===== config.mk =====
export PLATFORM = sky130hd
export DESIGN_NAME = adcctl_top
export DESIGN_NICKNAME = d
export VERILOG_FILES = /design/src/include/adcctl_pkg.sv /design/src/hw/adcctl_top.sv /design/src/hw/adcctl_clkdiv.sv
export SDC_FILE = /design/constraint.sdc
export NUM_CORES = 1
export LEC_CHECK = 0
export ABC_AREA = 1
export BUFFER_PORTS_ARGS = -buffer_cell sky130_fd_sc_hd__buf_2
export CORE_ASPECT_RATIO = 1.5
export CORE_MARGIN = 8
export CORE_UTILIZATION = 46
export DETAILED_ROUTE_END_ITERATION = 7
export GPL_TIMING_DRIVEN = 0
export PLACE_DENSITY = 0.76
export SLEW_MARGIN = 10
export SYNTH_ARGS = -nofsm -noshare
export SYNTH_HDL_FRONTEND = slang
export SYNTH_SLANG_ARGS = --single-unit

===== constraint.sdc =====
create_clock -name clock_i -period 2.7 [get_ports clock_i]
set_input_delay 0.405 -clock clock_i [delete_from_list [all_inputs] [get_ports clock_i]]
set_output_delay 0.405 -clock clock_i [all_outputs]
set_load 0.05 [all_outputs]

===== src/include/adcctl_pkg.sv =====
package adcctl_pkg;

  // Register byte offsets (AXI4-Lite, one aligned word each)
  localparam logic [7:0] OFF_SC1 = 8'h00;
  localparam logic [7:0] OFF_SC2 = 8'h04;
  localparam logic [7:0] OFF_RES_HI = 8'h08;
  localparam logic [7:0] OFF_RES_LO = 8'h0C;
  localparam logic [7:0] OFF_CMP_HI = 8'h10;
  localparam logic [7:0] OFF_CMP_LO = 8'h14;
  localparam logic [7:0] OFF_CFG = 8'h18;
  localparam logic [7:0] OFF_PIN_MID = 8'h1C;
  localparam logic [7:0] OFF_PIN_UP = 8'h20;

  // Status/control one fields
  localparam int SC1_CONV_COMPLETE_FLAG = 7;
  localparam int SC1_IEN = 6;
  localparam int SC1_CONT = 5;
  localparam int SC1_CH_LSB = 0;
  localparam int CH_W = 5;
  localparam logic [4:0] CH_ALL_ONES = 5'h1F;
  localparam logic [4:0] CH_RESET = 5'h1F;
  // Status/control two fields
  localparam int SC2_ACT = 7;
  localparam int SC2_TRG = 6;
  localparam int SC2_CFE = 5;
  localparam int SC2_CFGT = 4;
  // Configuration fields
  localparam int CFG_DIV_LSB = 5;
  localparam int CFG_MODE_LSB = 2;
  localparam int CFG_CLK_LSB = 0;

  localparam logic [1:0] MODE_8 = 2'h0;
  localparam logic [1:0] MODE_10 = 2'h2;
  localparam logic [1:0] CLK_BUS = 2'h0;
  localparam logic [1:0] CLK_BUS_HALF = 2'h1;
  localparam logic [1:0] CLK_ALT = 2'h2;
  localparam logic [1:0] CLK_ASYNC = 2'h3;

  // Conversion length in converter clock ticks
  localparam int CONV_TICKS = 20;

  localparam logic [1:0] AXI_OKAY = 2'h0;
  localparam logic [1:0] AXI_SLVERR = 2'h2;

  typedef struct packed {
    logic [1:0] div_sel;
    logic [1:0] mode;
    logic [1:0] clk_sel;
  } adcctl_cfg_t;

endpackage : adcctl_pkg


===== src/hw/adcctl_top.sv =====
module adcctl_top (
  input wire logic clock_i,
  input wire logic rst_n_i,
  input wire logic [7:0] s_axi_awaddr,
  input wire logic s_axi_awvalid,
  output logic s_axi_awready,
  input wire logic [31:0] s_axi_wdata,
  input wire logic [3:0] s_axi_wstrb,
  input wire logic s_axi_wvalid,
  output logic s_axi_wready,
  output logic [1:0] s_axi_bresp,
  output logic s_axi_bvalid,
  input wire logic s_axi_bready,
  input wire logic [7:0] s_axi_araddr,
  input wire logic s_axi_arvalid,
  output logic s_axi_arready,
  output logic [31:0] s_axi_rdata,
  output logic [1:0] s_axi_rresp,
  output logic s_axi_rvalid,
  input wire logic s_axi_rready,
  input wire logic hw_trigger_input_i,
  input wire logic alternate_clock_i,
  input wire logic async_conv_clock_i,
  input wire logic low_power_wait_i,
  input wire logic [10:0] sar_result_i,
  input wire logic [15:0] port_out_i,
  input wire logic [15:0] port_oe_n_i,
  input wire logic [15:0] port_pullup_i,
  input wire logic [15:0] pin_in_i,
  output logic [15:0] pin_out_o,
  output logic [15:0] pin_oe_n_o,
  output logic [15:0] pin_pullup_o,
  output logic [15:0] port_read_o,
  output logic converter_enable_o,
  output logic sar_sample_o,
  output logic converter_clock_tick_o,
  output logic complete_irq_o
);

  // ---------------------------------------------------------------
  // Registers
  // ---------------------------------------------------------------
  logic [4:0] channel_select_reg;
  logic complete_irq_enable_reg;
  logic continuous_reg;
  logic conv_complete_flag_reg;
  logic hw_trigger_enable_reg;
  logic compare_enable_reg;
  logic compare_gt_reg;
  logic [1:0] cmp_hi_reg;
  logic [7:0] cmp_lo_reg;
  logic [1:0] result_high_reg;
  logic [7:0] result_low_reg;
  adcctl_pkg::adcctl_cfg_t cfg_reg;
  logic [7:0] analog_pin_disable_mid_reg;
  logic [7:0] analog_pin_disable_upper_reg;
  logic active_reg;
  logic [5:0] tick_cnt_reg;
  logic cont_armed_reg;

  // ---------------------------------------------------------------
  // AXI4-Lite slave
  // ---------------------------------------------------------------
  logic [7:0] aw_addr_reg;
  logic aw_have_reg;
  logic [31:0] w_data_reg;
  logic w_have_reg;
  logic wr_fire;
  logic [7:0] wr_addr;
  logic [7:0] wr_byte;

  assign wr_fire = aw_have_reg && w_have_reg && !s_axi_bvalid;
  assign wr_addr = aw_addr_reg;
  assign wr_byte = w_data_reg[7:0];

  always_ff @(posedge clock_i) begin
    if (!rst_n_i) begin
      aw_have_reg <= 1'b0;
      aw_addr_reg <= 8'h00;
      s_axi_awready <= 1'b0;
    end else begin
      s_axi_awready <= !aw_have_reg && !s_axi_awready && s_axi_awvalid;
      if (s_axi_awvalid && s_axi_awready) begin
        aw_have_reg <= 1'b1;
        aw_addr_reg <= s_axi_awaddr;
      end else if (wr_fire) begin
        aw_have_reg <= 1'b0;
      end
    end
  end

  logic [3:0] w_strb_reg;
  always_ff @(posedge clock_i) begin
    if (!rst_n_i) begin
      w_have_reg <= 1'b0;
      w_data_reg <= 32'h0000_0000;
      w_strb_reg <= 4'h0;
      s_axi_wready <= 1'b0;
    end else begin
      s_axi_wready <= !w_have_reg && !s_axi_wready && s_axi_wvalid;
      if (s_axi_wvalid && s_axi_wready) begin
        w_have_reg <= 1'b1;
        w_data_reg <= s_axi_wdata;
        w_strb_reg <= s_axi_wstrb;
      end else if (wr_fire) begin
        w_have_reg <= 1'b0;
      end
    end
  end

  logic addr_ok_w;
  assign addr_ok_w = (wr_addr <= adcctl_pkg::OFF_PIN_UP) && (wr_addr[1:0] == 2'h0);
  logic wr_en;
  assign wr_en = wr_fire && w_strb_reg[0] && addr_ok_w;

  always_ff @(posedge clock_i) begin
    if (!rst_n_i) begin
      s_axi_bvalid <= 1'b0;
      s_axi_bresp <= adcctl_pkg::AXI_OKAY;
    end else if (wr_fire) begin
      s_axi_bvalid <= 1'b1;
      s_axi_bresp <= addr_ok_w ? adcctl_pkg::AXI_OKAY : adcctl_pkg::AXI_SLVERR;
    end else if (s_axi_bready) begin
      s_axi_bvalid <= 1'b0;
    end
  end

  logic wr_sc1;
  logic wr_mode_change;
  assign wr_sc1 = wr_en && wr_addr == adcctl_pkg::OFF_SC1;
  // A write to SC2, the configuration or either compare register makes a running conversion invalid
  assign wr_mode_change = wr_en && (wr_addr == adcctl_pkg::OFF_SC2
    || wr_addr == adcctl_pkg::OFF_CFG || wr_addr == adcctl_pkg::OFF_CMP_HI
    || wr_addr == adcctl_pkg::OFF_CMP_LO);

  always_ff @(posedge clock_i) begin
    if (!rst_n_i) begin
      channel_select_reg <= adcctl_pkg::CH_RESET;
      complete_irq_enable_reg <= 1'b0;
      continuous_reg <= 1'b0;
    end else if (wr_sc1) begin
      channel_select_reg <= wr_byte[adcctl_pkg::SC1_CH_LSB +: adcctl_pkg::CH_W];
      complete_irq_enable_reg <= wr_byte[adcctl_pkg::SC1_IEN];
      continuous_reg <= wr_byte[adcctl_pkg::SC1_CONT];
    end
  end

  always_ff @(posedge clock_i) begin
    if (!rst_n_i) begin
      hw_trigger_enable_reg <= 1'b0;
      compare_enable_reg <= 1'b0;
      compare_gt_reg <= 1'b0;
      cfg_reg <= '0;
      cmp_hi_reg <= 2'h0;
      cmp_lo_reg <= 8'h00;
      analog_pin_disable_mid_reg <= 8'h00;
      analog_pin_disable_upper_reg <= 8'h00;
    end else if (wr_en) begin
      unique case (wr_addr)
        adcctl_pkg::OFF_SC2: begin
          hw_trigger_enable_reg <= wr_byte[adcctl_pkg::SC2_TRG];
          compare_enable_reg <= wr_byte[adcctl_pkg::SC2_CFE];
          compare_gt_reg <= wr_byte[adcctl_pkg::SC2_CFGT];
        end
        adcctl_pkg::OFF_CFG: begin
          cfg_reg.div_sel <= wr_byte[adcctl_pkg::CFG_DIV_LSB +: 2];
          cfg_reg.mode <= wr_byte[adcctl_pkg::CFG_MODE_LSB +: 2];
          cfg_reg.clk_sel <= wr_byte[adcctl_pkg::CFG_CLK_LSB +: 2];
        end
        adcctl_pkg::OFF_CMP_HI: cmp_hi_reg <= wr_byte[1:0];
        adcctl_pkg::OFF_CMP_LO: cmp_lo_reg <= wr_byte;
        adcctl_pkg::OFF_PIN_MID: analog_pin_disable_mid_reg <= wr_byte;
        adcctl_pkg::OFF_PIN_UP: analog_pin_disable_upper_reg <= wr_byte;
        default: begin
        end
      endcase
    end
  end

  // Read side; reading the status clears nothing
  logic [7:0] rd_byte;
  always_comb begin
    rd_byte = 8'h00;
    unique case (s_axi_araddr)
      adcctl_pkg::OFF_SC1: rd_byte = {conv_complete_flag_reg, complete_irq_enable_reg,
        continuous_reg, channel_select_reg};
      adcctl_pkg::OFF_SC2: rd_byte = {active_reg, hw_trigger_enable_reg,
        compare_enable_reg, compare_gt_reg, 4'h0};
      adcctl_pkg::OFF_RES_HI: rd_byte = {6'h00, result_high_reg};
      adcctl_pkg::OFF_RES_LO: rd_byte = result_low_reg;
      adcctl_pkg::OFF_CMP_HI: rd_byte = {6'h00, cmp_hi_reg};
      adcctl_pkg::OFF_CMP_LO: rd_byte = cmp_lo_reg;
      adcctl_pkg::OFF_CFG: rd_byte = {1'b0, cfg_reg.div_sel, 1'b0, cfg_reg.mode,
        cfg_reg.clk_sel};
      adcctl_pkg::OFF_PIN_MID: rd_byte = analog_pin_disable_mid_reg;
      adcctl_pkg::OFF_PIN_UP: rd_byte = analog_pin_disable_upper_reg;
      default: rd_byte = 8'h00;
    endcase
  end

  logic rd_ok;
  assign rd_ok = (s_axi_araddr <= adcctl_pkg::OFF_PIN_UP) && (s_axi_araddr[1:0] == 2'h0);

  always_ff @(posedge clock_i) begin
    if (!rst_n_i) begin
      s_axi_arready <= 1'b0;
      s_axi_rvalid <= 1'b0;
      s_axi_rdata <= 32'h0000_0000;
      s_axi_rresp <= adcctl_pkg::AXI_OKAY;
    end else begin
      s_axi_arready <= s_axi_arvalid && !s_axi_arready && !s_axi_rvalid;
      if (s_axi_arvalid && s_axi_arready) begin
        s_axi_rvalid <= 1'b1;
        s_axi_rdata <= {24'h000000, rd_byte};
        s_axi_rresp <= rd_ok ? adcctl_pkg::AXI_OKAY : adcctl_pkg::AXI_SLVERR;
      end else if (s_axi_rready) begin
        s_axi_rvalid <= 1'b0;
      end
    end
  end

  // ---------------------------------------------------------------
  // Clock source select and divide
  // ---------------------------------------------------------------
  // External clocks are sampled as levels; their rising edges become ticks
  logic [1:0] alt_sync_reg;
  logic [1:0] async_sync_reg;
  logic alt_last_reg;
  logic async_last_reg;
  logic half_reg;
  always_ff @(posedge clock_i) begin
    if (!rst_n_i) begin
      alt_sync_reg <= 2'h0;
      async_sync_reg <= 2'h0;
      alt_last_reg <= 1'b0;
      async_last_reg <= 1'b0;
      half_reg <= 1'b0;
    end else begin
      alt_sync_reg <= {alt_sync_reg[0], alternate_clock_i};
      async_sync_reg <= {async_sync_reg[0], async_conv_clock_i};
      alt_last_reg <= alt_sync_reg[1];
      async_last_reg <= async_sync_reg[1];
      half_reg <= !half_reg;
    end
  end

  logic src_tick;
  always_comb begin
    unique case (cfg_reg.clk_sel)
      adcctl_pkg::CLK_BUS: src_tick = 1'b1;
      adcctl_pkg::CLK_BUS_HALF: src_tick = half_reg;
      adcctl_pkg::CLK_ALT: src_tick = alt_sync_reg[1] && !alt_last_reg;
      adcctl_pkg::CLK_ASYNC: src_tick = async_sync_reg[1] && !async_last_reg;
    endcase
  end

  // Only the asynchronous source keeps ticking through low-power wait
  logic src_gated;
  assign src_gated = src_tick && (!low_power_wait_i ||
    cfg_reg.clk_sel == adcctl_pkg::CLK_ASYNC);

  logic conv_tick;
  adcctl_clkdiv u_div (
    .clock_i(clock_i),
    .rst_n_i(rst_n_i),
    .src_tick_i(src_gated && active_reg),
    .div_sel_i(cfg_reg.div_sel),
    .clear_i(!active_reg),
    .tick_o(conv_tick)
  );

  // ---------------------------------------------------------------
  // Hardware trigger
  // ---------------------------------------------------------------
  logic [1:0] trg_sync_reg;
  logic trg_last_reg;
  always_ff @(posedge clock_i) begin
    if (!rst_n_i) begin
      trg_sync_reg <= 2'h0;
      trg_last_reg <= 1'b0;
    end else begin
      trg_sync_reg <= {trg_sync_reg[0], hw_trigger_input_i};
      trg_last_reg <= trg_sync_reg[1];
    end
  end

  logic disabled;
  logic hw_start;
  logic sw_start;
  assign disabled = channel_select_reg == adcctl_pkg::CH_ALL_ONES;
  assign hw_start = hw_trigger_enable_reg && trg_sync_reg[1] && !trg_last_reg
    && !active_reg && !cont_armed_reg;
  assign sw_start = wr_sc1 && !hw_trigger_enable_reg
    && wr_byte[adcctl_pkg::SC1_CH_LSB +: adcctl_pkg::CH_W] != adcctl_pkg::CH_ALL_ONES;

  // ---------------------------------------------------------------
  // Conversion sequencing and result
  // ---------------------------------------------------------------
  logic done;
  assign done = active_reg && conv_tick
    && tick_cnt_reg == 6'(adcctl_pkg::CONV_TICKS - 1);

  // Rounding: add the extra low bit, saturate at full scale
  logic [9:0] rounded;
  logic [10:0] sum10;
  logic [8:0] sum8;
  always_comb begin
    sum10 = {1'b0, sar_result_i[10:1]} + {10'h000, sar_result_i[0]};
    sum8 = {1'b0, sar_result_i[8:1]} + {8'h00, sar_result_i[0]};
    if (cfg_reg.mode == adcctl_pkg::MODE_10) begin
      rounded = sum10[10] ? 10'h3FF : sum10[9:0];
    end else begin
      rounded = {2'h0, sum8[8] ? 8'hFF : sum8[7:0]};
    end
  end

  logic [10:0] diff;
  logic cmp_true;
  logic [9:0] cmp_val;
  assign cmp_val = (cfg_reg.mode == adcctl_pkg::MODE_10) ? {cmp_hi_reg, cmp_lo_reg}
    : {2'h0, cmp_lo_reg};
  assign diff = {1'b0, rounded} - {1'b0, cmp_val};
  assign cmp_true = compare_gt_reg ? !diff[10] : diff[10];
  logic store;
  assign store = done && (!compare_enable_reg || cmp_true);
  logic [9:0] store_val;
  assign store_val = compare_enable_reg ? diff[9:0] : rounded;

  always_ff @(posedge clock_i) begin
    if (!rst_n_i) begin
      active_reg <= 1'b0;
      tick_cnt_reg <= 6'h00;
      cont_armed_reg <= 1'b0;
    end else if (wr_mode_change || (disabled && !wr_sc1)) begin
      active_reg <= 1'b0;
      tick_cnt_reg <= 6'h00;
      cont_armed_reg <= 1'b0;
    end else if (wr_sc1) begin
      // A status write aborts, then restarts only if the new channel is valid
      active_reg <= sw_start;
      tick_cnt_reg <= 6'h00;
      cont_armed_reg <= 1'b0;
    end else if (hw_start) begin
      active_reg <= 1'b1;
      tick_cnt_reg <= 6'h00;
      cont_armed_reg <= continuous_reg;
    end else if (done) begin
      active_reg <= continuous_reg;
      tick_cnt_reg <= 6'h00;
    end else if (active_reg && conv_tick) begin
      tick_cnt_reg <= tick_cnt_reg + 6'h01;
    end
  end

  always_ff @(posedge clock_i) begin
    if (!rst_n_i) begin
      result_high_reg <= 2'h0;
      result_low_reg <= 8'h00;
    end else if (store) begin
      if (cfg_reg.mode == adcctl_pkg::MODE_10) begin
        result_high_reg <= store_val[9:8];
      end
      result_low_reg <= store_val[7:0];
    end
  end

  // Set wins over the clear that a status write causes
  always_ff @(posedge clock_i) begin
    if (!rst_n_i) begin
      conv_complete_flag_reg <= 1'b0;
    end else if (store) begin
      conv_complete_flag_reg <= 1'b1;
    end else if (wr_sc1) begin
      conv_complete_flag_reg <= 1'b0;
    end
  end

  // ---------------------------------------------------------------
  // Pin control and outputs
  // ---------------------------------------------------------------
  logic [15:0] pin_dis;
  assign pin_dis = {analog_pin_disable_upper_reg, analog_pin_disable_mid_reg};

  always_ff @(posedge clock_i) begin
    if (!rst_n_i) begin
      pin_out_o <= 16'h0000;
      pin_oe_n_o <= 16'hFFFF;
      pin_pullup_o <= 16'h0000;
      port_read_o <= 16'h0000;
      converter_enable_o <= 1'b0;
      sar_sample_o <= 1'b0;
      converter_clock_tick_o <= 1'b0;
      complete_irq_o <= 1'b0;
    end else begin
      pin_out_o <= port_out_i & ~pin_dis;
      pin_oe_n_o <= port_oe_n_i | pin_dis;
      pin_pullup_o <= port_pullup_i & ~pin_dis;
      port_read_o <= pin_in_i & ~pin_dis;
      converter_enable_o <= active_reg && !disabled;
      sar_sample_o <= active_reg && tick_cnt_reg == 6'h00;
      converter_clock_tick_o <= conv_tick;
      complete_irq_o <= conv_complete_flag_reg && complete_irq_enable_reg;
    end
  end

  a_pin_hiz: assert property (@(posedge clock_i) disable iff (!rst_n_i)
    (pin_dis[0] && $stable(pin_dis)) |=> pin_oe_n_o[0] && !pin_pullup_o[0])
    else $error("disabled pin still driven");
  a_read_zero: assert property (@(posedge clock_i) disable iff (!rst_n_i)
    pin_dis[15] |=> port_read_o[15] == 1'b0)
    else $error("disabled pin read not zero");
  a_off_all_ones: assert property (@(posedge clock_i) disable iff (!rst_n_i)
    disabled |-> !active_reg)
    else $error("converter active with channel all ones");
  a_flag_after: assert property (@(posedge clock_i) disable iff (!rst_n_i)
    store |=> conv_complete_flag_reg ##1 (complete_irq_o == complete_irq_enable_reg))
    else $error("complete flag or irq wrong");
  a_trig_busy: assert property (@(posedge clock_i) disable iff (!rst_n_i)
    (active_reg && hw_trigger_enable_reg) |-> !hw_start)
    else $error("trigger taken during conversion");
  a_hw_start: assert property (@(posedge clock_i) disable iff (!rst_n_i)
    (hw_start && !disabled && !wr_en) |=> active_reg && tick_cnt_reg == 6'h00)
    else $error("hardware trigger did not start");
  a_sw_start: assert property (@(posedge clock_i) disable iff (!rst_n_i)
    (sw_start && !disabled) |=> active_reg)
    else $error("software start lost");
  a_idle_done: assert property (@(posedge clock_i) disable iff (!rst_n_i)
    (done && !continuous_reg && !wr_en && !hw_start) |=> !active_reg ##1 !converter_enable_o)
    else $error("not idle after single conversion");
  a_low_only8: assert property (@(posedge clock_i) disable iff (!rst_n_i)
    (store && cfg_reg.mode == adcctl_pkg::MODE_8) |=> $stable(result_high_reg))
    else $error("high result written in 8-bit mode");

endmodule : adcctl_top


===== src/hw/adcctl_clkdiv.sv =====
module adcctl_clkdiv (
  input wire logic clock_i,
  input wire logic rst_n_i,
  input wire logic src_tick_i,
  input wire logic [1:0] div_sel_i,
  input wire logic clear_i,
  output logic tick_o
);

  logic [2:0] cnt_reg;
  logic [2:0] limit;

  // Divide ratios 1, 2, 4, 8
  always_comb begin
    unique case (div_sel_i)
      2'h0: limit = 3'h0;
      2'h1: limit = 3'h1;
      2'h2: limit = 3'h3;
      2'h3: limit = 3'h7;
    endcase
  end

  always_ff @(posedge clock_i) begin
    if (!rst_n_i || clear_i) begin
      cnt_reg <= 3'h0;
      tick_o <= 1'b0;
    end else begin
      tick_o <= 1'b0;
      if (src_tick_i) begin
        if (cnt_reg >= limit) begin
          cnt_reg <= 3'h0;
          tick_o <= 1'b1;
        end else begin
          cnt_reg <= cnt_reg + 3'h1;
        end
      end
    end
  end

  a_div_one: assert property (@(posedge clock_i) disable iff (!rst_n_i)
    (div_sel_i == 2'h0 && src_tick_i && !clear_i && $stable(div_sel_i)
      && cnt_reg == 3'h0) |=> tick_o)
    else $error("divide by one lost a tick");

endmodule : adcctl_clkdiv


# == Word-level counts from Yosys, hierarchy flattened ==
# Cells that the tools add are included.
# word_totals
register_bits,179
latch_bits,0
ram_bits,0
romBits,0
input_bits,138
out_inout_bits,109
elab_cells,198
n_memories,0
# classes
addsub,5
multipliers,0
div,0
n_lt_le_gt_ge,3
eq_ne,24
n_shift,0
n_mux,25
bitwise_logic,7
n_reduce_logical,85
# op_table
op,n
case mux 8 bit (9 select lines),1
"== test 8 x 5 -> 1 bit, second input constant",8
bitwise AND 16 bit,3
2-to-1 mux 10 bit,4
logical AND 1 bit,34
logical NOT 1 bit,20
"== test 8 x 3 -> 1 bit, second input constant",2
"== test 8 x 4 -> 1 bit, second input constant",2
"== test 8 x 6 -> 1 bit, second input constant",2
"<= comparator 8 x 6 -> 1 bit, second input constant",2
logical NOT 8 bit,2
inverter 16 bit,1
OR 16 bit,1
2-to-1 mux 1 bit,14
AND reduction 2 bit,7
case mux 3 bit (4 select lines),1
adder 10 x 1 -> 11 bit,1
subtractor 10 x 10 -> 11 bit,1
"== test 2 bit, second input constant",5
nonzero test 2 bit,5
adder 8 x 1 -> 9 bit,1
logical NOT 2 bit,4
2-to-1 mux 8 bit,1
logical OR 1 bit,7
16 further kinds,20

# == Longest topological paths before layout ==
# Gate-level depths: netlist (run 1).
# logic_depth
depth_word,9
ltp_mapped,23
mapped_depth_nobuf,22

# == By module ==
# A second synthesis (run 1) with hierarchy kept.
# unflattened
cells_unflattened,1071
area_unflattened_um2,7846.3
# modules_own_cells
module,instances,cells_each,area_per_inst_um2,seq_area_each_um2
adcctl_top,1,1039,7598.5,3463.3
adcctl_clkdiv,1,32,247.7,80.1

# == Worst setup path before layout (run 1) ==
# No wires, ideal clock.
# synth_timing
path_kind,input-to-reg
start,input sar_result_i[0]
end,register result_low_reg[1]
setup_ns,0.116
arrival_ns,2.803
required_ns,2.584
path_slack_ns,-0.219
cell_stages,20
path_buffers,1
cell_sequence,ha_1 -> ha_1 -> nand3_1 -> nor2_1 -> nand3_1 -> nand2_1 -> or2_2 -> inv_1 -> ha_1 -> inv_1 -> fa_1 -> nand3_1 -> nand3_1 -> nand2_1 -> nand3_1 -> nand2_1 -> inv_1 -> buf_6 -> nor2_1 -> nor2_1
# synth_between
elab_chain_len,8
word_cells_on_any_way,11
cone_classes,3 x add/sub; 5 x mux; 3 x reduce/logical
# synth_lines
element,line_no,rtl
from (decl),adcctl_top.sv:25,"input wire logic [10:0] sar_result_i,"
adder 10 x 1 -> 11 bit or adder 8 x 1 -> 9 bit (tied branches),"adcctl_top.sv:308, adcctl_top.sv:309",
2-to-1 mux 10 bit or 2-to-1 mux 8 bit (tied branches),"adcctl_top.sv:311, adcctl_top.sv:313",
2-to-1 mux 10 bit *,adcctl_top.sv:310,if (cfg_reg.mode == adcctl_pkg::MODE_10) begin
subtractor 10 x 10 -> 11 bit,adcctl_top.sv:322,"assign diff = {1'b0, rounded} - {1'b0, cmp_val};"
logical NOT 1 bit,adcctl_top.sv:323,assign cmp_true = compare_gt_reg ? !diff[10] : diff[10];
2-to-1 mux 1 bit,adcctl_top.sv:323,
logical OR 1 bit,adcctl_top.sv:325,assign store = done && (!compare_enable_reg || cmp_true);
logical AND 1 bit,adcctl_top.sv:325,
to (signal assigned),adcctl_top.sv:363,result_low_reg <= store_val[7:0];
to (decl),adcctl_top.sv:53,logic [7:0] result_low_reg;
# Mark *: on every way between the ends. The rest lies on a longest branch, timed or not.
# A chain may end at the register's enable or synchronous reset.

# == Worst setup path in the final report (run 1) ==
# layout_timing
start,input sar_result_i[0]
end,register result_low_reg[6]
# The elaborated chain is that of the path after synthesis.

==> impl_summary.txt, run 1 <==
----------------------------------------------------
[Clock network]
  CTS buffer count ... 17
  Clock tree from TritonCTS ... yes
  Total of hold buffers inserted after clock tree synthesis ... 0
  Count of clock tree sinks ... 177
  Clock transition at path regs ... 0.08 ns
  Maximum clock insertion buffer count ... 2
  H-tree depth reported by CTS ... 4
  Cell at the root of the clock tree ... sky130_fd_sc_hd__clkbuf_16
  Insertion delay to the later sink of the worst-skew pair ... 0.43 ns

[Worst setup path]
  Biggest fanout along the worst timing path ... 4
  Slowest CP cell ... sky130_fd_sc_hd__fa_2
  Critical register-to-register path endpoint ... result_low_reg[6]$_SDFFE_PN0P_
  Crit Path Category ... in -> reg
  Minimum setup slack among reg-to-reg paths ... 0.20 ns
  Cell seen most often among critical-path stages ... sky130_fd_sc_hd__nand2_1
  Arrival time of the worst setup path ... 2.86 ns
  Total buffers and inverters traversed by the critical path ... 3
  Gate family responsible for the most delay along the worst path ... simple AND/OR/NAND/NOR gates
  Path length in cells of the critical path ... 21
  Start of the worst register-to-register path ... cfg_reg[3]$_SDFFE_PN0P_
  CP startpoint kind ... input pin
  Cells along the critical path ... buf_2, ha_2, ha_4, nand3_4, nor2_4, nand3_1, nand2_2, or2_4, inv_2, ha_2, inv_2, fa_2, nand2_1, nand2_1, and2_4, nand2_1, nand3b_1, nand3_1, nand2_1, o21ai_1, nor2_1
  Endpoint type of the worst setup path ... flip-flop
  Worst Path Required ... 3.02 ns
  Delay of the slowest critical-path stage ... 0.37 ns
  Cell depth of the worst flop-to-flop path ... 17

[STA]
  Max Freq ... 0.394 GHz
  Worst-Margin Slew ... 0.860 ns
  Max-Slew Margin vs Limit ... 0.422
  Final Cycle Share ... 0.939
  Number of endpoints failing setup at the final stage ... 0
  Final hold violations ... 0
  Setup skew after layout ... 0.0105 ns
  Final Slew Violations ... 0
  Minimum clock period after layout ... 2.54 ns

[Die]
  Die X-Extent ... 122 um
  Area of the core ... 16700 um^2
  # rows ... 58
  Die Height ... 176 um
  DIE AREA ... 21500 um^2
  I/O pin total ... 247
  Initial core utilization ... 0.469

[Pwr]
  Seq pwr share ... 0.458
  Combinational group share of total power ... 0.134
  Switching power as a share of total power ... 0.300
  Internal cell power ... 4160 uW
  Cell area power density ... 598 nW/um^2
  Peak VDD IR ... 0.000452 V
  Clk network pwr share ... 0.408
  Static leakage ... 0.00483 uW
  Sum of internal, switching and leakage power ... 5950 uW
  P_sw ... 1780 uW

[Yosys]
  Largest area contributor in the netlist ... sky130_fd_sc_hd__dfxtp_1
  Most frequently used flop master after synthesis ... sky130_fd_sc_hd__dfxtp_1
  Post-synth ARST share ... 0
  Top cells by count, synth ... 287 x sky130_fd_sc_hd__nand2_1, 177 x sky130_fd_sc_hd__dfxtp_1, 145 x sky130_fd_sc_hd__nor2_1
  Number of instances in the synthesized netlist ... 1090
  Post-synthesis average cell area ... 7.17 um^2
  Synth Cell Area ... 7820 um^2
  Number of flops mapped to enable cells by yosys ... 0
  Fraction of the yosys area taken by sequential cells ... 0.453
  Top cell type's share of synthesized area ... 0.453
  Leading post-synthesis cells by cell area ... sky130_fd_sc_hd__dfxtp_1 45%, sky130_fd_sc_hd__nand2_1 14%, sky130_fd_sc_hd__nor2_1 7.0%
  Count of cell types in the netlist ... 41
  Synthesis Warnings ... 0
  Yosys reg bits ... 177
  Most frequent cell after synthesis ... sky130_fd_sc_hd__nand2_1

[Min path]
  Cell depth of the worst min-delay path ... 3
  Hold path startpoint ... port_oe_n_i[3]
  Hold endpoint ... pin_oe_n_o[3]$_SDFF_PN1_
  Worst min path class ... in -> reg

[Global route]
  Total GRT Usage ... 0.224
  Total congestion overflow ... 0
  Number of global-route vias before repair ... 7743
  Global-route wire length before repair ... 38000 um
  Maximum number of pins on one net before global-route repair ... 20
  Number of antenna violations at the first check in global routing ... 0

[Drt]
  Vias ... 7793
  Routed length per placed instance ... 15.9 um
  Final routed DRC violation total ... 1
  Violation count after the first detailed-route iteration ... 583
  Pre-Repair DR Iteration Count ... 7
  Final wirelength ... 24800 um
  Average vias per placed instance ... 5.01
  Number of nets still failing antenna checks after routing ... 0

[Finish]
  Share of final-layout standard cells stronger than drive strength 1 ... 0.235
  Final layout net count ... 1488
  Layout Area Growth over Synthesis ... 27.1%
  Number of cells in the finished layout apart from fillers ... 1554
  Total inserted antenna cells ... 0

[Status]
  Result of the run ... finished with violations
  Violations in the final reports ... design-rule violations

[Placed design]
  Hpwl dp ... 19300 um
  Port Buffer Count ... 192
  Number of placed instances, taps included ... 1517
  Weighted congestion at the end of routability-driven global placement ... 0.958

[Job]
  Number of maximum-capacitance constraint violations ... 0

----------------------------------------------------
## layer usage
layer,global-route usage,wire (um)
met1,0.238,9360
met2,0.402,12400
met3,0.0389,1860
met4,0.129,1110
met5,0,0
## metrics by stage
step                      setup WS (ns)  instance area, um^2  setup TNS [ns]  hold WS [ns]  utilization
after floorplan                  0.0179                 7950               0         0.390            -
after global placement           -0.492                 9170           -4.46         0.397        0.549
after detailed placement         -0.525                 9170           -4.91         0.406        0.549
after CTS                        0.0286                 9790               0         0.134        0.586
after global routing             -0.110                 9940          -0.510         0.138        0.595
final                             0.165                 9940               0         0.139        0.595
## cell usage in the layout, fill, tap and decap left out, types with 4 or more instances in the layout
cell type,n
sky130_fd_sc_hd__a21oi_1,76
sky130_fd_sc_hd__buf_2,196
sky130_fd_sc_hd__buf_4,32
sky130_fd_sc_hd__clkbuf_1,23
sky130_fd_sc_hd__clkbuf_16,17
sky130_fd_sc_hd__clkinv_8,4
sky130_fd_sc_hd__conb_1,26
sky130_fd_sc_hd__dfxtp_1,177
sky130_fd_sc_hd__ha_1,11
sky130_fd_sc_hd__ha_4,5
sky130_fd_sc_hd__inv_1,106
sky130_fd_sc_hd__inv_2,7
sky130_fd_sc_hd__inv_8,4
sky130_fd_sc_hd__nand2_1,283
sky130_fd_sc_hd__nand2_2,6
sky130_fd_sc_hd__nand3_1,65
sky130_fd_sc_hd__nand3_2,4
sky130_fd_sc_hd__nand3b_1,4
sky130_fd_sc_hd__nand4_1,20
sky130_fd_sc_hd__nor2_1,142
sky130_fd_sc_hd__nor2_2,7
sky130_fd_sc_hd__nor3_1,21
sky130_fd_sc_hd__o211ai_1,4
sky130_fd_sc_hd__o21ai_0,46
sky130_fd_sc_hd__o21ai_1,5
sky130_fd_sc_hd__xor2_1,6
## worst max-delay path by stage
stage                               start                             end  slack (ns)
after CTS                 sar_result_i[0]  result_low_reg[3]$_SDFFE_PN0P_        0.03
after floorplan           sar_result_i[0]  result_low_reg[1]$_SDFFE_PN0P_        0.02
after global placement    sar_result_i[0]  result_low_reg[3]$_SDFFE_PN0P_       -0.49
after detailed placement  sar_result_i[0]  result_low_reg[3]$_SDFFE_PN0P_       -0.53
after global routing      sar_result_i[0]  result_low_reg[3]$_SDFFE_PN0P_       -0.11
final                     sar_result_i[0]  result_low_reg[6]$_SDFFE_PN0P_        0.16
## worst register-to-register path, stage by stage, from the launching register on
cell                       delay, ns
sky130_fd_sc_hd__dfxtp_1        0.38
sky130_fd_sc_hd__nand2_1        0.14
sky130_fd_sc_hd__nand4_1        0.13
sky130_fd_sc_hd__nand2_2        0.07
sky130_fd_sc_hd__or2_4          0.24
sky130_fd_sc_hd__inv_2          0.05
sky130_fd_sc_hd__ha_2           0.15
sky130_fd_sc_hd__inv_2          0.04
sky130_fd_sc_hd__fa_2           0.37
sky130_fd_sc_hd__nand2_1        0.11
sky130_fd_sc_hd__nand2_1        0.08
sky130_fd_sc_hd__and2_4         0.15
sky130_fd_sc_hd__nand2_1        0.07
sky130_fd_sc_hd__nand3b_1       0.08
sky130_fd_sc_hd__nand3_1        0.08
sky130_fd_sc_hd__nand2_1        0.07
sky130_fd_sc_hd__o21ai_1        0.13
sky130_fd_sc_hd__nor2_1         0.05
## cells by family after synthesis
family | Yosys count | synth area share
AND/OR/NAND/NOR | 574 | 0.314
flip-flops | 177 | 0.453
buffers and inverters | 171 | 0.0978
AO/OA/AOI/OAI | 140 | 0.0941
adder cells (fa/ha/maj) | 19 | 0.0314
XOR/XNOR | 8 | 0.00896
other | 1 | 0.000480
## what timing repair did
| action | CTS | global route |
|---|---|---|
| buffers inserted | 1 | 4 |
| endpoints found under the setup margin | 7 | 11 |
| resized for setup | 4 | 24 |
| pin swaps | 1 | 9 |
## layout make-up
cell class                      count  area [um^2]
Fill cell                        1581         6760
Sequential cell                   177         3540
Clock inverter                     14          161
Timing Repair Buffer              197          998
Clock buffer                       18          429
Inverter                          116          437
Multi-Input combinational cell    767         3780
Tap cell                          210          263
Buffer                             55          328
## power by group through the flow
stage	combinational (uW)	sequential, uW	clock [uW]
6_report	799	2720	2420
5_1_grt	865	2730	2560
3_3_place_gp	767	2780	0
4_1_cts	782	2720	2440
2_1_floorplan	358	2970	0
3_5_place_dp	776	2780	0
Power figures use the tool's default switching activity.
==> run 2, diff against run 1 <==
--- a/config.mk
+++ b/config.mk
@@ -9,11 +9,12 @@
 export BUFFER_PORTS_ARGS = -buffer_cell sky130_fd_sc_hd__buf_2
 export CORE_ASPECT_RATIO = 1.5
 export CORE_MARGIN = 8
-export CORE_UTILIZATION = 46
+export CORE_UTILIZATION = 40
 export DETAILED_ROUTE_END_ITERATION = 7
 export GPL_TIMING_DRIVEN = 0
-export PLACE_DENSITY = 0.76
+export PLACE_DENSITY = 0.68
 export SLEW_MARGIN = 10
 export SYNTH_ARGS = -nofsm -noshare
 export SYNTH_HDL_FRONTEND = slang
+export SYNTH_HIERARCHICAL = 1
 export SYNTH_SLANG_ARGS = --single-unit
==> impl_summary.txt, run 2 <==
----------------------------------------------------
[Global route]
  Number of antenna violations at the first check in global routing ... 0 (unchanged)
  Number of global-route vias before repair ... 7315 (-5.5%)
  Global-route wire length before repair ... 37200 um (-2.0%)
  Maximum number of pins on one net before global-route repair ... 17 (-15%)
  Total GRT Usage ... 0.197 (-0.0266)
  Total congestion overflow ... 0 (unchanged)

[Pwr]
  Static leakage ... 0.00476 uW (-1.5%)
  Cell area power density ... 603 nW/um^2 (+0.77%)
  Peak VDD IR ... 0.000392 V (-13%)
  Sum of internal, switching and leakage power ... 5990 uW (+0.77%)

[Die]
  Initial core utilization ... 0.403 (-0.0655)
  Area of the core ... 19500 um^2 (+17%)
  Die X-Extent ... 130 um (+6.4%)
  DIE AREA ... 24400 um^2 (+14%)
  I/O pin total ... 247 (unchanged)
  # rows ... 63 (+8.6%)
  Die Height ... 188 um (+6.7%)

[STA]
  Post-Route Hold Slack ... 0.144 ns (+0.00480 ns)
  Minimum clock period after layout ... 2.50 ns (-0.0309 ns)
  Max-Slew Margin vs Limit ... 0.547 (+0.125)
  Number of endpoints failing setup at the final stage ... 0 (unchanged)
  Worst-Margin Slew ... 0.674 ns (-0.186 ns)
  Final Slew Violations ... 0 (unchanged)
  Final Cycle Share ... 0.928 (-0.0115)
  Final hold violations ... 0 (unchanged)
  Setup skew after layout ... 0.00824 ns (-0.00225 ns)
  Max Freq ... 0.399 GHz (+1.2%)

[Yosys]
  Synth Cell Area ... 7850 um^2 (+0.34%)
  Synthesis Warnings ... 6 (+6)
  Top cells by count, synth ... 271 x sky130_fd_sc_hd__nand2_1, 177 x sky130_fd_sc_hd__dfxtp_1, 136 x sky130_fd_sc_hd__nor2_1
  Number of flops mapped to enable cells by yosys ... 0 (unchanged)
  Post-synthesis average cell area ... 7.33 um^2 (+2.1%)
  Largest area contributor in the netlist ... sky130_fd_sc_hd__dfxtp_1
  Fraction of the yosys area taken by sequential cells ... 0.452 (-0.00152)
  Yosys reg bits ... 177 (unchanged)
  Most frequent cell after synthesis ... sky130_fd_sc_hd__nand2_1
  Count of cell types in the netlist ... 44 (+7.3%)
  Post-synth ARST share ... 0 (unchanged)
  Leading post-synthesis cells by cell area ... sky130_fd_sc_hd__dfxtp_1 45%, sky130_fd_sc_hd__nand2_1 13%, sky130_fd_sc_hd__nor2_1 6.5%
  Number of instances in the synthesized netlist ... 1071 (-1.7%)
  Most frequently used flop master after synthesis ... sky130_fd_sc_hd__dfxtp_1
  Top cell type's share of synthesized area ... 0.452 (-0.00152)

[Drt]
  Vias ... 7623 (-2.2%)
  Violation count after the first detailed-route iteration ... 464 (-20%)
  Final routed DRC violation total ... 0 (-1)
  Final wirelength ... 24600 um (-0.73%)
  Number of nets still failing antenna checks after routing ... 0 (unchanged)
  Routed length per placed instance ... 15.5 um (-2.5%)
  Pre-Repair DR Iteration Count ... 5 (-2)
  Average vias per placed instance ... 4.82 (-3.9%)

[Worst setup path]
  Endpoint type of the worst setup path ... flip-flop
  Biggest fanout along the worst timing path ... 10 (+6)
  Start point of the critical path ... sar_result_i[0]
  Minimum setup slack among reg-to-reg paths ... 0.20 ns (about the same)
  Arrival time of the worst setup path ... 2.83 ns (-0.03 ns)
  Crit Path Category ... in -> reg
  Start of the worst register-to-register path ... cfg_reg[3]$_SDFFE_PN0P_
  CP startpoint kind ... input pin
  Worst Path Required ... 3.03 ns (about the same)

[Placed design]
  Weighted congestion at the end of routability-driven global placement ... 1.02 (+6.0%)
  Port Buffer Count ... 193 (+0.52%)
  Hpwl dp ... 19500 um (+0.79%)

[Finish]
  Core occupancy in the finished layout ... 0.510 (-0.0850)
  Leading cell types in the layout, fill and taps excluded ... 270 x sky130_fd_sc_hd__nand2_1, 194 x sky130_fd_sc_hd__buf_2, 177 x sky130_fd_sc_hd__dfxtp_1, 133 x sky130_fd_sc_hd__nor2_1, 105 x sky130_fd_sc_hd__inv_1
  Share of final-layout standard cells stronger than drive strength 1 ... 0.238 (+0.00316)
  Total inserted antenna cells ... 0 (unchanged)
  Final layout net count ... 1466 (-1.5%)
  Layout Area Growth over Synthesis ... 26.6%
  Leading cell type in the layout, fill and taps excluded ... sky130_fd_sc_hd__nand2_1

[Clock network]
  Maximum clock insertion buffer count ... 2 (unchanged)
  Clock tree from TritonCTS ... yes
  H-tree depth reported by CTS ... 4 (unchanged)
  CTS buffer count ... 17 (unchanged)
  Clock transition at path regs ... 0.07 ns (about the same)
  Count of clock tree sinks ... 177 (unchanged)
  Cell at the root of the clock tree ... sky130_fd_sc_hd__clkbuf_16
  Insertion delay to the later sink of the worst-skew pair ... 0.43 ns (about the same)

[Min path]
  Worst min path class ... in -> reg
  Hold path startpoint ... port_oe_n_i[2]

[Job]
  Number of maximum-capacitance constraint violations ... 0 (unchanged)

[Status]
  Result of the run ... completed

----------------------------------------------------
==> run 2: cell types whose count changed after synthesis, moves of 3 or more <==
| cell | previous run | this run |
|---|---|---|
| sky130_fd_sc_hd__buf_4 | 27 | 31 |
| sky130_fd_sc_hd__inv_1 | 110 | 106 |
| sky130_fd_sc_hd__o21ai_1 | 1 | 8 |
| sky130_fd_sc_hd__nand2_1 | 287 | 271 |
| sky130_fd_sc_hd__nand3_2 | 0 | 4 |
| sky130_fd_sc_hd__nor3_2 | 2 | 5 |
| sky130_fd_sc_hd__nand4_1 | 20 | 10 |
| sky130_fd_sc_hd__nor3_1 | 22 | 18 |
| sky130_fd_sc_hd__buf_2 | 4 | 1 |
| sky130_fd_sc_hd__a21oi_1 | 78 | 75 |
| sky130_fd_sc_hd__nor2_1 | 145 | 136 |
==> run 2: critical path, cell delays in order <==
cell	delay (ns)
sky130_fd_sc_hd__buf_2	0.10
sky130_fd_sc_hd__ha_1	0.22
sky130_fd_sc_hd__ha_1	0.23
sky130_fd_sc_hd__nand3_2	0.12
sky130_fd_sc_hd__inv_2	0.07
sky130_fd_sc_hd__nand2_1	0.08
sky130_fd_sc_hd__nand2_1	0.05
sky130_fd_sc_hd__and3_2	0.24
sky130_fd_sc_hd__ha_4	0.28
sky130_fd_sc_hd__nand2_1	0.08
sky130_fd_sc_hd__nor2_2	0.15
sky130_fd_sc_hd__nand3_1	0.12
sky130_fd_sc_hd__nand3_1	0.10
sky130_fd_sc_hd__nand2_1	0.06
sky130_fd_sc_hd__nand3_2	0.09
sky130_fd_sc_hd__nand2_2	0.09
sky130_fd_sc_hd__buf_6	0.16
sky130_fd_sc_hd__nor2_1	0.11
sky130_fd_sc_hd__nor2_1	0.06
==> run 2: path summary, 6_finish.rpt <==
path	end	depth (start not counted)
setup / recovery	result_low_reg[0]$_SDFFE_PN0P_	19
hold / removal	pin_oe_n_o[2]$_SDFF_PN1_	3
hold reg to reg	half_reg$_SDFF_PN0_	1
setup reg to reg	result_low_reg[0]$_SDFFE_PN0P_	19
==> run 2: area by class of cell <==
cell class,count,area (um^2)
Buffer,55,339
Timing Repair Buffer,194,973
Inverter,115,438
Sequential cell,177,3540
Fill cell,1923,9530
Clock inverter,13,149
Multi-Input combinational cell,749,3720
Tap cell,260,325
Clock buffer,19,443
==> run 2: metal layers <==
layer / part of all wire / GRT usage / vias to the layer above / routed length [um]
met5: 0 / 0 / - / 0
met4: 0.041 / 0.103 / 0 / 1010
met3: 0.076 / 0.0424 / 63 / 1870
met2: 0.52 / 0.365 / 283 / 12800
met1: 0.36 / 0.199 / 3422 / 8910
li1: - / - / 3855 / -
==> run 2: repair_timing <==
| action | CTS | global route |
|---|---|---|
| resized for setup | 2 | 23 |
| pin swaps | 1 | 1 |
| gates cloned | 0 | 0 |
| hold buffers | 0 | 0 |
| setup buffers | 1 | 0 |
| setup endpoints to repair | 11 | 11 |
==> run 2: logic make-up after synthesis <==
logic type / Yosys count / synth area share
AND/OR/NAND/NOR: 547 / 0.308
AO/OA/AOI/OAI: 144 / 0.0958
XOR/XNOR: 12 / 0.0134
adder cells (fa/ha/maj): 19 / 0.0313
buffers and inverters: 170 / 0.0985
other: 1 / 0.000478
flip-flops: 177 / 0.452
multiplexers: 1 / 0.00128
==> run 2: report_power, final <==
| part | switching [uW] | internal, uW |
|---|---|---|
| Clock | 1080 | 1410 |
| Sequential | 37.5 | 2690 |
| Combinational | 559 | 221 |
==> run 2: metrics by stage <==
| step | setup TNS (ns) | instances | area (um^2) | setup slack, ns |
|---|---|---|---|---|
| 2_1_floorplan | 0 | 1096 | 7940 | 0.0114 |
| 3_3_place_gp | -3.94 | 1549 | 9230 | -0.418 |
| 3_5_place_dp | -4.06 | 1549 | 9230 | -0.418 |
| 4_1_cts | 0 | 1582 | 9850 | 0.0142 |
| 5_1_grt | -0.398 | 1582 | 9940 | -0.0690 |
| 6_report | 0 | 1582 | 9940 | 0.196 |
==> run 3, diff against run 2 <==
--- a/config.mk
+++ b/config.mk
@@ -12,7 +12,8 @@
 export CORE_UTILIZATION = 40
 export DETAILED_ROUTE_END_ITERATION = 7
 export GPL_TIMING_DRIVEN = 0
-export PLACE_DENSITY = 0.68
+export PLACE_DENSITY = 0.65
+export RECOVER_POWER = 25
 export SLEW_MARGIN = 10
 export SYNTH_ARGS = -nofsm -noshare
 export SYNTH_HDL_FRONTEND = slang
==> constraint.sdc (replaced) <==
create_clock -name clock_i -period 3.1 [get_ports clock_i]
set_input_delay 0.465 -clock clock_i [delete_from_list [all_inputs] [get_ports clock_i]]
set_output_delay 0.465 -clock clock_i [all_outputs]
set_load 0.02 [all_outputs]
==> impl_summary.txt, run 3 (same netlist as run 2, synthesis figures left out) <==
----------------------------------------------------
[Status]
  Result of the run ... completed

[Finish]
  Share of final-layout standard cells stronger than drive strength 1 ... 0.186 (-0.0521)
  Final layout net count ... 1465 (-0.068%)
  Total inserted antenna cells ... 0 (unchanged)
  Layout Area Growth over Synthesis ... 24.4%
  Finished Cell Area ... 9760 um^2 (-1.8%)
  Core occupancy in the finished layout ... 0.501 (-0.00919)
  Leading cell type in the layout, fill and taps excluded ... sky130_fd_sc_hd__nand2_1
  Leading cell types in the layout, fill and taps excluded ... 271 x sky130_fd_sc_hd__nand2_1, 177 x sky130_fd_sc_hd__dfxtp_1, 142 x sky130_fd_sc_hd__buf_2, 135 x sky130_fd_sc_hd__nor2_1, 106 x sky130_fd_sc_hd__inv_1

[STA]
  Worst-Margin Slew ... 0.702 ns (+0.0276 ns)
  Final Slew Violations ... 0 (unchanged)
  Number of endpoints failing setup at the final stage ... 0 (unchanged)
  Final Cycle Share ... 0.892
  Max Freq ... 0.361 GHz
  Max-Slew Margin vs Limit ... 0.529 (-0.0186)
  Final hold violations ... 0 (unchanged)
  Setup repair after global routing missed its margin ... no
  Minimum clock period after layout ... 2.77 ns
  Setup skew after layout ... 0.0173 ns (+0.00902 ns)

[Placed design]
  Weighted congestion at the end of routability-driven global placement ... 0.961 (-5.4%)
  Port Buffer Count ... 193 (unchanged)
  Hpwl dp ... 19500 um (+0.15%)
  Placed cell areas ... 9230 um^2 (unchanged)

[Pwr]
  P_sw ... 1370 uW (-19%)
  Peak VDD IR ... 0.000344 V (-12%)
  Cell area power density ... 508 nW/um^2 (-16%)
  Combinational group share of total power ... 0.103 (-0.027)
  Seq pwr share ... 0.479 (+0.024)
  Static leakage ... 0.00457 uW (-4.1%)
  Switching power as a share of total power ... 0.276 (-0.00410)
  Internal cell power ... 3590 uW (-17%)
  Clk network pwr share ... 0.418 (+0.003)

[Worst setup path]
  Biggest fanout along the worst timing path ... 10 (unchanged)
  CP startpoint kind ... input pin
  Endpoint type of the worst setup path ... flip-flop
  Cell depth of the worst flop-to-flop path ... 16 (-3)
  Slowest CP cell ... sky130_fd_sc_hd__ha_1
  Minimum setup slack among reg-to-reg paths ... 0.35 ns (+0.15 ns)
  Cells along the critical path ... buf_2, ha_1, ha_1, nand3_1, inv_1, nand2_1, nand4_1, and3_1, ha_1, nand2_1, nor2_1, nand3_1, nand3_1, nand2_1, nand3_1, nand2_1, buf_4, o21ai_0, nor2_1
  Critical register-to-register path endpoint ... result_low_reg[6]$_SDFFE_PN0P_
  Arrival time of the worst setup path ... 3.09 ns (+0.26 ns)
  Crit Path Category ... in -> reg
  Delay of the slowest critical-path stage ... 0.32 ns (+0.04 ns)
  Start of the worst register-to-register path ... cfg_reg[3]$_SDFFE_PN0P_
  Worst Path Required ... 3.42 ns (+0.39 ns)

[Global route]
  Grt met2 use ... 0.371 (+0.00620)
  Total GRT Usage ... 0.197 (about the same)
  Number of antenna violations at the first check in global routing ... 0 (unchanged)
  Total congestion overflow ... 0 (unchanged)
  Number of global-route vias before repair ... 7267 (-0.66%)
  Global-route wire length before repair ... 37000 um (-0.61%)
  GRT Max-Usage Layer ... met2
  Routing usage on met3 ... 0.0378 (-0.00455)
  Maximum number of pins on one net before global-route repair ... 19 (+2)
  Met1 usage in global routing ... 0.200 (+0.00149)

[Clock network]
  H-tree depth reported by CTS ... 4 (unchanged)
  Cell at the root of the clock tree ... sky130_fd_sc_hd__clkbuf_16
  CTS buffer count ... 17 (unchanged)
  Count of clock tree sinks ... 177 (unchanged)
  Insertion delay to the later sink of the worst-skew pair ... 0.44 ns (about the same)
  Clock transition at path regs ... 0.07 ns (about the same)
  Clock tree from TritonCTS ... yes
  Maximum clock insertion buffer count ... 2 (unchanged)

[Drt]
  Final wirelength ... 24600 um (about the same)
  Vias ... 7529 (-1.2%)
  Routed length per placed instance ... 15.5 um (about the same)
  Pre-Repair DR Iteration Count ... 5 (unchanged)
  Number of nets still failing antenna checks after routing ... 0 (unchanged)
  Violation count after the first detailed-route iteration ... 442 (-4.7%)
  Final routed DRC violation total ... 0 (unchanged)
  Average vias per placed instance ... 4.76 (-1.2%)

[Job]
  Number of maximum-capacitance constraint violations ... 0 (unchanged)

[Min path]
  Hold path startpoint ... port_oe_n_i[3]
  Worst min path class ... in -> reg
  Cell depth of the worst min-delay path ... 3 (unchanged)
  Hold endpoint ... pin_oe_n_o[3]$_SDFF_PN1_

[Die]
  Die X-Extent ... 130 um (unchanged)
  Area of the core ... 19500 um^2 (unchanged)
  I/O pin total ... 247 (unchanged)
  Initial core utilization ... 0.403 (unchanged)
  # rows ... 63 (unchanged)
  DIE AREA ... 24400 um^2 (unchanged)
  Die Height ... 188 um (unchanged)

----------------------------------------------------
-- run 3: changes by cell type in the layout (fill, tap and decap cells not counted), moves of 3 or more --
cell	delta
sky130_fd_sc_hd__clkinv_8	+3
sky130_fd_sc_hd__ha_4	-3
sky130_fd_sc_hd__ha_1	+5
sky130_fd_sc_hd__o21ai_1	-3
sky130_fd_sc_hd__buf_2	-52
sky130_fd_sc_hd__o21ai_0	+3
sky130_fd_sc_hd__nand3_1	+3
sky130_fd_sc_hd__clkbuf_1	+52
-- run 3: worst max-delay path: cells and delay by family --
kind / cells / cell delay (ns)
AND/OR/NAND/NOR: 12 / 1.34
adder cells (fa/ha/maj): 3 / 0.73
buffers and inverters: 3 / 0.40
AO/OA/AOI/OAI: 1 / 0.15
-- run 3: stage by stage --
stage / setup slack, ns / TNS (ns) / hold slack (ns) / power (uW) / instances
floorplan: 0.351 / 0 / 0.387 / 2750 / 1096
global placement: -0.0873 / -0.539 / 0.394 / 2940 / 1549
detailed placement: -0.130 / -0.856 / 0.406 / 2950 / 1549
CTS: 0.204 / 0 / 0.190 / 5010 / 1581
global route: 0.0180 / 0 / 0.192 / 5170 / 1581
finish: 0.334 / 0 / 0.203 / 4950 / 1581
-- run 3: worst max-delay path by stage --
stage	from	endpoint	slack (ns)	cells after the start
global placement	sar_result_i[0]	result_low_reg[1]$_SDFFE_PN0P_	-0.09	19
floorplan	sar_result_i[0]	result_low_reg[6]$_SDFFE_PN0P_	0.35	17
CTS	cfg_reg[3]$_SDFFE_PN0P_	result_low_reg[6]$_SDFFE_PN0P_	0.20	15
detailed placement	sar_result_i[0]	result_low_reg[5]$_SDFFE_PN0P_	-0.13	18
finish	sar_result_i[0]	result_low_reg[6]$_SDFFE_PN0P_	0.33	19
global route	sar_result_i[0]	result_low_reg[6]$_SDFFE_PN0P_	0.02	19
-- run 3: per-layer routing --
metal  vias to the layer above  part of all wire
met5                         -                 0
met4                         0             0.032
met3                        45             0.074
met2                       291              0.52
met1                      3351              0.37
li1                       3842                 -
-- run 3: power by group through the flow --
stage	clock (uW)	sequential (uW)	combinational (uW)
after global routing	2220	2380	566
final	2070	2370	510
after global placement	0	2420	514
after floorplan	0	2480	268
after detailed placement	0	2430	520
after CTS	2120	2370	522
-- run 3: cell type report --
class / count / area [um^2]
fillers: 2031 / 9710
multi-input cells: 749 / 3640
flip-flops and latches: 177 / 3540
repair buffers: 193 / 901
inverters: 115 / 438
clock buffers: 18 / 429
plain buffers: 55 / 335
well taps: 260 / 325
clock inverters: 14 / 145
-- run 3: timing repair --
action	CTS	global route
hold buffers	0	0
setup endpoints to repair	0	8
endpoints found under the hold margin	0	0
buffers inserted	0	0
gates resized for setup	0	4
